==> config.mk <==
export PLATFORM = sky130hd
export DESIGN_NAME = dcr_dma_cfg_regs
export DESIGN_NICKNAME = d
export VERILOG_FILES = /design/src/hdl/dcr_pkg.sv /design/src/hdl/dcr_dma_cfg_regs.sv
export SDC_FILE = /design/constraint.sdc
export NUM_CORES = 1
export LEC_CHECK = 0
export BUFFER_PORTS_ARGS = -buffer_cell sky130_fd_sc_hd__clkbuf_2
export CORE_ASPECT_RATIO = 1.25
export CORE_MARGIN = 5
export CORE_UTILIZATION = 37
export CTS_BUF_LIST = sky130_fd_sc_hd__clkbuf_16
export DETAILED_ROUTE_END_ITERATION = 10
export GPL_ROUTABILITY_DRIVEN = 0
export HOLD_SLACK_MARGIN = 0.15
export PLACE_DENSITY = 0.78
export SYNTH_ARGS = -nofsm -noshare
export SYNTH_HDL_FRONTEND = slang
export SYNTH_SLANG_ARGS = --single-unit
==> constraint.sdc <==
create_clock -name REF_CLK_I -period 2 [get_ports REF_CLK_I]
set_clock_uncertainty 0.2 [all_clocks]
set_input_delay 0.1 -clock REF_CLK_I [delete_from_list [all_inputs] [get_ports REF_CLK_I]]
set_output_delay 0.1 -clock REF_CLK_I [all_outputs]
set_load 0.02 [all_outputs]
==> src/hdl/dcr_pkg.sv <==
// Shared constants and types for the DMA channel configuration registers
package dcr_pkg;

  // ==========================================================
  // Bus geometry
  localparam int          DCR_ADDR_W   = 18;
  localparam int          DCR_DATA_W   = 32;
  localparam int          DCR_REG_W    = 8;

  // ==========================================================
  // Register indices and byte addresses (index times four)
  localparam logic [15:0] DCR_CTL_IDX  = 16'hffee;
  localparam logic [15:0] DCR_HI_IDX   = 16'hffef;
  localparam logic [17:0] DCR_CTL_ADDR = {DCR_CTL_IDX, 2'b00};
  localparam logic [17:0] DCR_HI_ADDR  = {DCR_HI_IDX, 2'b00};

  // ==========================================================
  // Control register fields
  localparam int          DCR_EN_BIT   = 7;
  localparam int          DCR_WRAP_BIT = 6;
  localparam int          DCR_DIR_BIT  = 3;
  localparam int          DCR_EP_LSB   = 0;
  localparam int          DCR_EP_W     = 3;

  // ==========================================================
  // Slot high register fields
  localparam int          DCR_BPS_LSB  = 6;
  localparam int          DCR_BPS_W    = 2;
  localparam int          DCR_HI_LSB   = 0;
  localparam int          DCR_HI_W     = 6;
  localparam int          DCR_LO_W     = 8;
  localparam int          DCR_SLOTS    = 14;

  // ==========================================================
  // Reset values
  localparam logic [7:0]  DCR_CTL_RST  = 8'h00;
  localparam logic [7:0]  DCR_HI_RST   = 8'h00;
  localparam logic [7:0]  DCR_LO_RST   = 8'h00;

  // ==========================================================
  // Configuration as seen by the transfer engine
  typedef struct packed {
    logic        chan_en;
    logic        wrap_en;
    logic        ep_dir;
    logic [2:0]  ep_num;
    logic [1:0]  bytes_code;
    logic [13:0] slot_mask;
  } dcr_cfg_t;

endpackage

==> src/hdl/dcr_dma_cfg_regs.sv <==
// Configuration registers and slot sequencer of one DMA channel
//
// Operation
// - Bytes code 00b..11b gives one to four bytes
// - Slot high bits 5:0 select slots 8-13
// - Enable bit 7 starts or stops transfers
// - Bit 6 turns wrap buffer on or off
// - Wrap only for isochronous endpoints
// - Wrap setting is private to this channel
// - Wrap goes to engine and buffer manager
// - Bit 3 selects in or out direction
// - Bits 2:0 name endpoint one to seven
// - Control bits 5:4 always read zero
// - Fourteen-bit mask, low byte from companion register
// - Selected slots move bytes in set direction
//
// Added by the designer: the Avalon-MM interface to the registers.
module dcr_dma_cfg_regs
  import dcr_pkg::*;
(
  input  wire logic                  REF_CLK_I,
  input  wire logic                  NRST_I,
  input  wire logic [DCR_ADDR_W-1:0] AVS_ADDRESS_I,
  input  wire logic                  AVS_READ_I,
  input  wire logic                  AVS_WRITE_I,
  input  wire logic [DCR_DATA_W-1:0] AVS_WRITEDATA_I,
  input  wire logic [3:0]            AVS_BYTEENABLE_I,
  input  wire logic [DCR_LO_W-1:0]   SLOT_LOW_I,
  input  wire logic                  SLOT_STROBE_I,
  input  wire logic [3:0]            SLOT_INDEX_I,
  output logic      [DCR_DATA_W-1:0] AVS_READDATA_O,
  output logic                       AVS_WAITREQUEST_O,
  output dcr_cfg_t                   CFG_O,
  output logic                       MGR_WRAP_O,
  output logic                       SLOT_SERVE_O,
  output logic      [2:0]            BYTE_COUNT_O,
  output logic                       XFER_REQ_O,
  output logic                       XFER_DIR_O
);

  // ==========================================================
  // Storage
  logic                  wait_reg;
  logic                  wait_next;
  logic [DCR_DATA_W-1:0] rdata_reg;
  logic [DCR_DATA_W-1:0] rdata_next;
  logic                  en_reg;
  logic                  wrap_reg;
  logic                  mgr_wrap_reg;
  logic                  dir_reg;
  logic [DCR_EP_W-1:0]   ep_reg;
  logic [DCR_BPS_W-1:0]  bps_reg;
  logic [DCR_HI_W-1:0]   hi_reg;
  logic [DCR_LO_W-1:0]   lo_reg;
  logic [2:0]            bytes_reg;
  logic                  serve_reg;
  logic                  serve_next;
  logic [2:0]            beats_reg;
  logic [2:0]            beats_next;
  logic                  xreq_reg;
  logic                  xdir_reg;
  logic                  req;
  logic                  done;
  logic                  hit_ctl;
  logic                  hit_hi;
  logic                  wr_ctl;
  logic                  wr_hi;
  logic [7:0]            ctl_view;
  logic [7:0]            hi_view;
  logic [DCR_SLOTS-1:0]  mask;

  // ==========================================================
  // Bus decode
  assign req     = AVS_READ_I | AVS_WRITE_I;
  assign done    = req & ~wait_reg;
  assign hit_ctl = (AVS_ADDRESS_I == DCR_CTL_ADDR);
  assign hit_hi  = (AVS_ADDRESS_I == DCR_HI_ADDR);
  assign wr_ctl  = AVS_WRITE_I & done & hit_ctl & AVS_BYTEENABLE_I[0];
  assign wr_hi   = AVS_WRITE_I & done & hit_hi & AVS_BYTEENABLE_I[0];

  assign ctl_view = {en_reg, wrap_reg, 2'b00, dir_reg, ep_reg};
  assign hi_view  = {bps_reg, hi_reg};

  assign mask = {hi_reg, lo_reg};

  // ==========================================================
  // Wait state: one wait cycle, then a one-cycle answer
  always_comb
  begin
    wait_next = 1'b1;
    if (req && wait_reg)
    begin
      wait_next = 1'b0;
    end
  end

  always_ff @(posedge REF_CLK_I or negedge NRST_I)
  begin
    if (!NRST_I)
    begin
      wait_reg <= 1'b1;
    end
    else
    begin
      wait_reg <= wait_next;
    end
  end

  // ==========================================================
  // Read data, loaded in the wait cycle so it stands at the answer
  always_comb
  begin
    rdata_next = '0;
    if (AVS_READ_I && wait_reg)
    begin
      if (hit_ctl)
      begin
        rdata_next = {24'h00_0000, ctl_view};
      end
      else if (hit_hi)
      begin
        rdata_next = {24'h00_0000, hi_view};
      end
    end
  end

  always_ff @(posedge REF_CLK_I or negedge NRST_I)
  begin
    if (!NRST_I)
    begin
      rdata_reg <= '0;
    end
    else if (wait_reg)
    begin
      rdata_reg <= rdata_next;
    end
  end

  // ==========================================================
  // Control register
  always_ff @(posedge REF_CLK_I or negedge NRST_I)
  begin
    if (!NRST_I)
    begin
      en_reg       <= DCR_CTL_RST[DCR_EN_BIT];
      wrap_reg     <= DCR_CTL_RST[DCR_WRAP_BIT];
      mgr_wrap_reg <= DCR_CTL_RST[DCR_WRAP_BIT];
      dir_reg      <= DCR_CTL_RST[DCR_DIR_BIT];
      ep_reg       <= DCR_CTL_RST[DCR_EP_LSB +: DCR_EP_W];
    end
    else if (wr_ctl)
    begin
      en_reg       <= AVS_WRITEDATA_I[DCR_EN_BIT];
      wrap_reg     <= AVS_WRITEDATA_I[DCR_WRAP_BIT];
      mgr_wrap_reg <= AVS_WRITEDATA_I[DCR_WRAP_BIT];
      dir_reg      <= AVS_WRITEDATA_I[DCR_DIR_BIT];
      ep_reg       <= AVS_WRITEDATA_I[DCR_EP_LSB +: DCR_EP_W];
    end
  end

  // ==========================================================
  // Slot high register
  always_ff @(posedge REF_CLK_I or negedge NRST_I)
  begin
    if (!NRST_I)
    begin
      bps_reg <= DCR_HI_RST[DCR_BPS_LSB +: DCR_BPS_W];
      hi_reg  <= DCR_HI_RST[DCR_HI_LSB +: DCR_HI_W];
    end
    else if (wr_hi)
    begin
      bps_reg <= AVS_WRITEDATA_I[DCR_BPS_LSB +: DCR_BPS_W];
      hi_reg  <= AVS_WRITEDATA_I[DCR_HI_LSB +: DCR_HI_W];
    end
  end

  // ==========================================================
  // Low slot byte from the companion register, same clock
  always_ff @(posedge REF_CLK_I or negedge NRST_I)
  begin
    if (!NRST_I)
    begin
      lo_reg <= DCR_LO_RST;
    end
    else
    begin
      lo_reg <= SLOT_LOW_I;
    end
  end

  // ==========================================================
  // Bytes per slot as a count
  always_ff @(posedge REF_CLK_I or negedge NRST_I)
  begin
    if (!NRST_I)
    begin
      bytes_reg <= 3'h1;
    end
    else
    begin
      bytes_reg <= {1'b0, bps_reg} + 3'h1;
    end
  end

  // ==========================================================
  // Slot sequencer: one request per byte of each selected slot
  always_comb
  begin
    serve_next = 1'b0;
    if (SLOT_STROBE_I && en_reg && (SLOT_INDEX_I < 4'(DCR_SLOTS)))
    begin
      serve_next = mask[SLOT_INDEX_I];
    end
  end

  // A new slot restarts the count; the codec frame leaves room for it
  always_comb
  begin
    beats_next = beats_reg;
    if (serve_next)
    begin
      beats_next = bytes_reg;
    end
    else if (beats_reg != 3'h0)
    begin
      beats_next = beats_reg - 3'h1;
    end
    if (!en_reg)
    begin
      beats_next = 3'h0;
    end
  end

  always_ff @(posedge REF_CLK_I or negedge NRST_I)
  begin
    if (!NRST_I)
    begin
      serve_reg <= 1'b0;
      beats_reg <= 3'h0;
    end
    else
    begin
      serve_reg <= serve_next;
      beats_reg <= beats_next;
    end
  end

  always_ff @(posedge REF_CLK_I or negedge NRST_I)
  begin
    if (!NRST_I)
    begin
      xreq_reg <= 1'b0;
      xdir_reg <= 1'b0;
    end
    else
    begin
      xreq_reg <= (beats_reg != 3'h0) && en_reg;
      xdir_reg <= dir_reg;
    end
  end

  // ==========================================================
  // Outputs
  assign AVS_WAITREQUEST_O = wait_reg;
  assign AVS_READDATA_O    = rdata_reg;
  assign CFG_O             = '{chan_en:    en_reg,
                               wrap_en:    wrap_reg,
                               ep_dir:     dir_reg,
                               ep_num:     ep_reg,
                               bytes_code: bps_reg,
                               slot_mask:  mask};
  assign MGR_WRAP_O        = mgr_wrap_reg;
  assign SLOT_SERVE_O      = serve_reg;
  assign BYTE_COUNT_O      = bytes_reg;
  assign XFER_REQ_O        = xreq_reg;
  assign XFER_DIR_O        = xdir_reg;
endmodule

After elaboration in Yosys (flattened, before gate mapping):

Index checks and enable logic that the tools add are counted.

* register bits: 64
* input bits: 71
* word-level logic and storage cells: 45

* add/subtract/negate cells: 2
* bitwise gates (word level): 8
* mux-type cells: 10
* magnitude comparators: 2
* equality and inequality tests: 3
* reduce and logical (&&, ||, !) cells: 6

Operators by type and width (count)
* 32-bit 2-to-1 mux: 2
* 18-bit == test (second input constant): 2
* 3-bit 2-to-1 mux: 3
* 8-bit 2-to-1 mux: 1
* 1-bit AND: 6
* 1-bit logical AND: 5
* 4-bit by 5-bit < comparator with 1-bit output (second input constant): 1
* 1-bit binary-select mux with 4-bit select: 1
* 4-bit < comparator (second input constant): 1
* 2-bit by 1-bit adder with 3-bit output (second input constant): 1
* 1-bit 2-to-1 mux: 3
* 3-bit by 1-bit != test with 1-bit output (second input constant): 1
* 3-bit nonzero test: 1
* 3-bit by 1-bit subtractor with 3-bit output (second input constant): 1
* 1-bit NOT: 1
* 1-bit bitwise OR: 1

Logic depth before layout (Yosys ltp):

Gate-level depths: netlist (run 1).

* word-level depth: 5
* gate-level depth with buffers: 7
* depth with buffers taken out: 7

Worst setup path after synthesis (run 1):

Ideal clock, no wire load.

* path kind: reg-to-reg
* from: register wait_reg, in the netlist AVS_WAITREQUEST_O
* to: register bps_reg[0]
* arrival: 1.687 ns
* setup time: 0.125 ns
* setup slack: -0.012 ns
* required time: 1.675 ns
* stages on the path, launching flop included: 5
* path buffers: 1
* clock period less this slack: 2.012 ns
* cell sequence: dfstp_2 > or4_4 > or3_1 > buf_6 > mux2_4

* word-level cells in the longest chain between the ends: 5

Ends and longest elaborated chain
* from (decl): line dcr_dma_cfg_regs.sv:43 `logic wait_reg;`
* from (signal assigned): line dcr_dma_cfg_regs.sv:105 `wait_reg <= wait_next;`
* 1-bit NOT: line dcr_dma_cfg_regs.sv:75 `assign done = req & ~wait_reg;`
* 1-bit AND: line dcr_dma_cfg_regs.sv:75
* 1-bit AND (3 in series): line dcr_dma_cfg_regs.sv:79 `assign wr_hi = AVS_WRITE_I & done & hit_hi & AVS_BYTEENABLE_I[0];`
* to (signal assigned): line dcr_dma_cfg_regs.sv:167 `bps_reg <= DCR_HI_RST[DCR_BPS_LSB +: DCR_BPS_W];`
* to (signal assigned): line dcr_dma_cfg_regs.sv:172 `bps_reg <= AVS_WRITEDATA_I[DCR_BPS_LSB +: DCR_BPS_W];`
* to (decl): line dcr_dma_cfg_regs.sv:52 `logic [DCR_BPS_W-1:0] bps_reg;`

No other way between the ends.
A chain may end at the register's enable or synchronous reset.

Worst setup path after layout (run 1):

* from: input port AVS_ADDRESS_I[17]
* to: register hi_reg[0]

* word-level cells in the longest chain between the ends: 3

Ends and longest elaborated chain
* from (decl): line dcr_dma_cfg_regs.sv:23 `input wire logic [DCR_ADDR_W-1:0] AVS_ADDRESS_I,`
* 18-bit == test: line dcr_dma_cfg_regs.sv:77 `assign hit_hi = (AVS_ADDRESS_I == DCR_HI_ADDR);`
* 1-bit AND (2 in series): line dcr_dma_cfg_regs.sv:79
* to (signal assigned): line dcr_dma_cfg_regs.sv:168 `hi_reg <= DCR_HI_RST[DCR_HI_LSB +: DCR_HI_W];`
* to (signal assigned): line dcr_dma_cfg_regs.sv:173 `hi_reg <= AVS_WRITEDATA_I[DCR_HI_LSB +: DCR_HI_W];`
* to (decl): line dcr_dma_cfg_regs.sv:53 `logic [DCR_HI_W-1:0] hi_reg;`

No other way between the ends.

==> flow_summary.ini, run 1 <==
[cells_and_area]
multi_input_area_um2 = 774
final_common_cell = clkbuf_2
seqCellArea_um2 = 1000
fin_nets = 353
stdcell_area_um2 = 2860
most-common-layout-cells = clkbuf_2 (80), dfrtp_1 (38), dlygate4sd3_1 (25), conb_1 (24), inv_1 (19)
drive_gt1_share_pct = 45.4
syn2layout_area_growth_pct = 46.1
n_fill_cell = 434
antennaDiodeCount = 0
fin_cells = 342

[global_route]
grtUsageTotal_pct = 14.6
grt.overflow.total = 0
grt_pass1_vias = 1624
grt_max_degree = 20
antenna_found_initial = 0
grt_pass1_wl_mm = 7.62

[logic_synthesis]
ys_top_cells_by_area = dfrtp_1 (49%), buf_4 (10%), mux2i_1 (6.1%)
syn_area_per_cell_um2 = 12.1
ys_ff_latch = 40
ys_seq_area_share_pct = 51.3
yosysTopAreaCellShare_pct = 48.6
synthCells = 162
synth_cell_types = 31
netlist_area_um2 = 1960
yosys.area.top_type = dfrtp_1
synth_warnings = 0

[cts]
clk_path_buf_depth = 2
clkSinkCount = 40
clk_latency_ns = 0.28
cts_tree = done
cts_made_buffers = 5
path_clk_slew_ns = 0.06
cts.htree.levels = 2
root_buffer = clkbuf_16

[worst_setup_path]
worstPathRequired_ns = 1.96
cp-end-kind = register
crit_type = input port to register
cp_max_fo = 6
startpoint_type = input port
rr_endpoint = hi_reg[0]
arrival_ns = 1.95
timing.rr.start = AVS_WAITREQUEST_O
r2r_cells = 4
r2r_slack_ns = 0.05

[placed_design]
placed_cell_area_um2 = 2370
placedCellCount = 307
dp_hpwl_mm = 3.57
io_buffer_count = 81

[min_path]
hold_path.class = input port to async pin

[route]
firstDrtPassIters = 3
drc_errors = 0
vias = 1506
viasPerCell = 4.40
antenna_left = 0
postRouteWirelength_mm = 4.87
drt_iter0_markers = 32
detail_route.wl_per_cell_um = 14.2

[die]
io_pins = 133
num_rows = 29
die_h_um = 91.3
start_util_pct = 38.2
core-area_um2 = 5120
fp.dieW_um = 75.0
dieArea_um2 = 6850

[power_and_ir_drop]
p_leak_uw = 0.00151
p_per_area_nw_per_um2 = 678
ir_drop_mv = 0.376

[timing]
fin_crit_ns = 2.00
finalCritPeriodShare_pct = 99.8
finalHoldViolations = 0
fmax_mhz = 501
setup_viol = 0
finalMaxSlewViolations = 0

[job]
drv_cap = 0

[status]
status = completed
[cells by family after synthesis]
family                   Yosys count  share of synthesized area (%)
other                              1                          0.192
AO/OA/AOI/OAI                     14                           5.05
buffers and inverters             50                           15.2
flip-flops                        40                           51.3
multiplexers                      31                           19.2
adder cells (fa/ha/maj)            3                           1.92
XOR/XNOR                           1                          0.448
AND/OR/NAND/NOR                   22                           6.71
[power by group]
| group | leakage [uW] | switching (uW) | total (uW) | internal (uW) |
|---|---|---|---|---|
| Sequential | 0.000534 | 4.86 | 827 | 822 |
| Combinational | 0.000898 | 123 | 219 | 95.5 |
| Clock | 0.0000814 | 307 | 893 | 586 |
| Total | 0.00151 | 435 | 1940 | 1500 |
[cells in the mapped netlist]
master     count
dfrtp_1       38
o221ai_2       1
or3_1          2
mux2i_1       12
conb_1         1
buf_4         27
buf_2          1
o22ai_1        7
nor2_1         1
mux4_2         1
mux2_4         8
mux2_2        10
nor3_1         1
clkbuf_1       2
o32ai_1        2
nand2b_1       3
dfstp_2        2
nor3_2         1
ha_1           3
nand4bb_1      1
o21ai_0        3
and2_1         1
o31ai_1        1
inv_1         19
nor2b_1        1
nand4_1        3
nand2_1        6
buf_6          1
nand3_1        1
xnor2_1        1
or4_4          1
[routing by layer]
layer / part of all wire, % / track usage (%)
met1: 37 / 16.2
met2: 53 / 26.5
met3: 9.5 / 3.87
met4: 0.64 / 4.01
met5: 0 / 0
[worst max-delay path by stage]
stage | from | end | slack, ns
final | AVS_ADDRESS_I[17] | hi_reg[0] | 0.003
after floorplan | AVS_WAITREQUEST_O | bps_reg[0] | 0.002
after detailed placement | AVS_ADDRESS_I[11] | hi_reg[0] | -0.04
after CTS | AVS_WAITREQUEST_O | hi_reg[0] | 0.01
after global placement | AVS_ADDRESS_I[11] | bps_reg[0] | -0.02
after global routing | AVS_ADDRESS_I[17] | hi_reg[0] | -0.02
[through the flow]
stage	setup slack [ns]	util, %	total power (uW)	hold slack [ns]	setup TNS [ns]
finish	0.00343	55.9	1940	0.154	0
global route	-0.0246	55.9	2020	0.188	-0.142
CTS	0.0132	55.0	1960	0.151	0
detailed placement	-0.0396	46.4	1020	-0.282	-0.204
global placement	-0.0247	46.4	1010	-0.283	-0.146
floorplan	0.00221	-	965	-0.396	0
[timing repair]
item	4_1_cts	5_1_grt
endpoints found under the hold margin	74	0
pin swaps	0	4
hold buffers	26	0
gates resized for setup	2	7
setup endpoints to repair	6	18
setup buffers	0	2
[cell type report]
class | count | area share [%]
clock buffer | 5 | 4.38
clock inverter | 3 | 1.49
inverter | 19 | 2.49
multi-input combinational | 95 | 27.1
sequential | 40 | 35.1
tap | 62 | 2.71
timing repair buffer | 118 | 26.7
[critical path, stage by stage]
cell and delay [ns]:
dlygate4sd3_1 0.55, nand3_2 0.08, or3_4 0.39, or3_4 0.38, buf_8 0.15, mux2_4 0.29
No activity file was read; power rests on OpenSTA's default activity.
==> run 2: changes to the inputs <==
- RECOVER_POWER: default -> 25
==> run 2 against run 1 <==
  * Largest power group unchanged
  * Clock-buffer cell count unchanged
  * Routed wire length barely moved
  * Critical path type unchanged
  * Die area unchanged
==> flow_summary.ini, run 2 (synthesis gave the netlist of run 1 again) <==
[status]
status = completed

[die]
die_h_um = 91.3
core-area_um2 = 5120
dieArea_um2 = 6850
io_pins = 133
start_util_pct = 38.2
fp.dieW_um = 75.0
num_rows = 29

[cells_and_area]
syn2layout_area_growth_pct = 45.7
final_common_cell = clkbuf_2
antennaDiodeCount = 0
fin_nets = 353
stdcell_area_um2 = 2850
most-common-layout-cells = clkbuf_2 (79), dfrtp_1 (38), dlygate4sd3_1 (25), conb_1 (24), inv_1 (19)
drive_gt1_share_pct = 44.3
fin_cells = 342
n_fill_cell = 437

[placed_design]
dp_slack_ns = -0.0396
placedCellCount = 307
dp_hpwl_mm = 3.57
io_buffer_count = 81
placed_cell_area_um2 = 2370

[route]
antenna_left = 0
detail_route.wl_per_cell_um = 14.2
drc_errors = 0
vias = 1506
postRouteWirelength_mm = 4.87
viasPerCell = 4.40
drt_iter0_markers = 32
firstDrtPassIters = 3

[cts]
cts_tree = done
clk_path_buf_depth = 2
clk_latency_ns = 0.28
clkSinkCount = 40
path_clk_slew_ns = 0.06
cts_made_buffers = 5
cts.htree.levels = 2
root_buffer = clkbuf_16

[global_route]
grt_pass1_vias = 1624
antenna_found_initial = 0
grt_pass1_wl_mm = 7.62
grt_max_degree = 20
grtUsageTotal_pct = 14.6
grt.overflow.total = 0

[worst_setup_path]
r2r_cells = 4
r2r_slack_ns = 0.05
slowest_delay_ns = 0.55
crit_slowest_cell = dlygate4sd3_1
timing.rr.start = AVS_WAITREQUEST_O
critPathBufInv = 2
critPathTopFamily = simple AND/OR/NAND/NOR gates
crit_chain = dlygate4sd3_1 > nand3_2 > or3_4 > or3_4 > buf_8 > mux2_4
worstPathRequired_ns = 1.96
cp-end-kind = register
cp_max_fo = 6
crit_top_cell = or3_4
rr_endpoint = hi_reg[0]
startpoint_type = input port
arrival_ns = 1.95
crit_type = input port to register

[timing]
finalCritPeriodShare_pct = 99.8
setup_viol = 0
whs_ns = 0.172
fmax_mhz = 501
worst-slew-pin-transition_ns = 1.02
setup_slack_ns = 0.00343
maxSlewHeadroom_pct = 31.8
finalHoldViolations = 0
fin_crit_ns = 2.00
finalMaxSlewViolations = 0

[power_and_ir_drop]
power_uw = 1940
p_leak_uw = 0.00150
p_per_area_nw_per_um2 = 679
ir_drop_mv = 0.376

[min_path]
holdCritStartpoint = SLOT_INDEX_I[1]
holdPathStages = 4
hold_path.class = input port to register
min_to = SLOT_SERVE_O

[job]
drv_cap = 0
==> run 2: cell types whose count changed in the layout (fill, tap and decap cells not counted) <==
cell / before / now
clkbuf_1: 0 / 3
buf_4: 10 / 8
clkbuf_2: 80 / 79
==> run 2: how the worst max path moves through the flow <==
stage                      start  cells past startpoint         end  slack, ns
5_1_grt        AVS_ADDRESS_I[17]                      6   hi_reg[0]      -0.02
6_report       AVS_ADDRESS_I[17]                      6   hi_reg[0]      0.003
3_5_place_dp   AVS_ADDRESS_I[11]                      6   hi_reg[0]      -0.04
4_1_cts        AVS_WAITREQUEST_O                      4   hi_reg[0]       0.01
2_1_floorplan  AVS_WAITREQUEST_O                      4  bps_reg[0]      0.002
3_3_place_gp   AVS_ADDRESS_I[11]                      6  bps_reg[0]      -0.02
==> run 2: timing repair <==
| action | 4_1_cts | 5_1_grt |
|---|---|---|
| endpoints found under the hold margin | 74 | 0 |
| hold buffers | 26 | 0 |
| gates resized for setup | 2 | 7 |
| setup endpoints to repair | 6 | 18 |
| gates cloned | 0 | 0 |
| buffers inserted | 0 | 2 |
| pin swaps | 0 | 4 |
==> run 2: through the flow <==
stage	TNS, ns	utilization, %
global route	-0.142	55.7
global placement	-0.146	46.4
floorplan	0	-
finish	0	55.7
detailed placement	-0.204	46.4
CTS	0	55.0
==> run 2: per-layer routing <==
layer  vias to the layer above  wire, um  GRT usage, %
met1                       695      1800          16.2
met2                        71      2580          26.5
met4                         0        31          4.01
met5                         -         0             0
li1                        736         -             -
met3                         4       462          3.87
==> run 2: where the power goes <==
group / leakage (uW) / total (uW) / switching [uW] / internal [uW]
Combinational: 0.000888 / 216 / 123 / 93.4
Sequential: 0.000534 / 827 / 4.85 / 822
Clock: 0.0000814 / 892 / 307 / 586
==> run 2: final cells by class <==
type	instances	area, um^2	share of cell area (%)
Clock buffer	5	125	4.39
Clock inverter	3	42.5	1.49
Inverter	19	71.3	2.50
Multi-Input combinational cell	95	774	27.2
Sequential cell	40	1000	35.2
Tap cell	62	77.6	2.72
Timing Repair Buffer	118	756	26.5
==> run 2: worst register-to-register path, stage by stage, from the launching register on <==
cell     delay (ns)
dfstp_2        0.36
or4_4          0.47
or3_4          0.35
buf_8          0.15
mux2_4         0.29
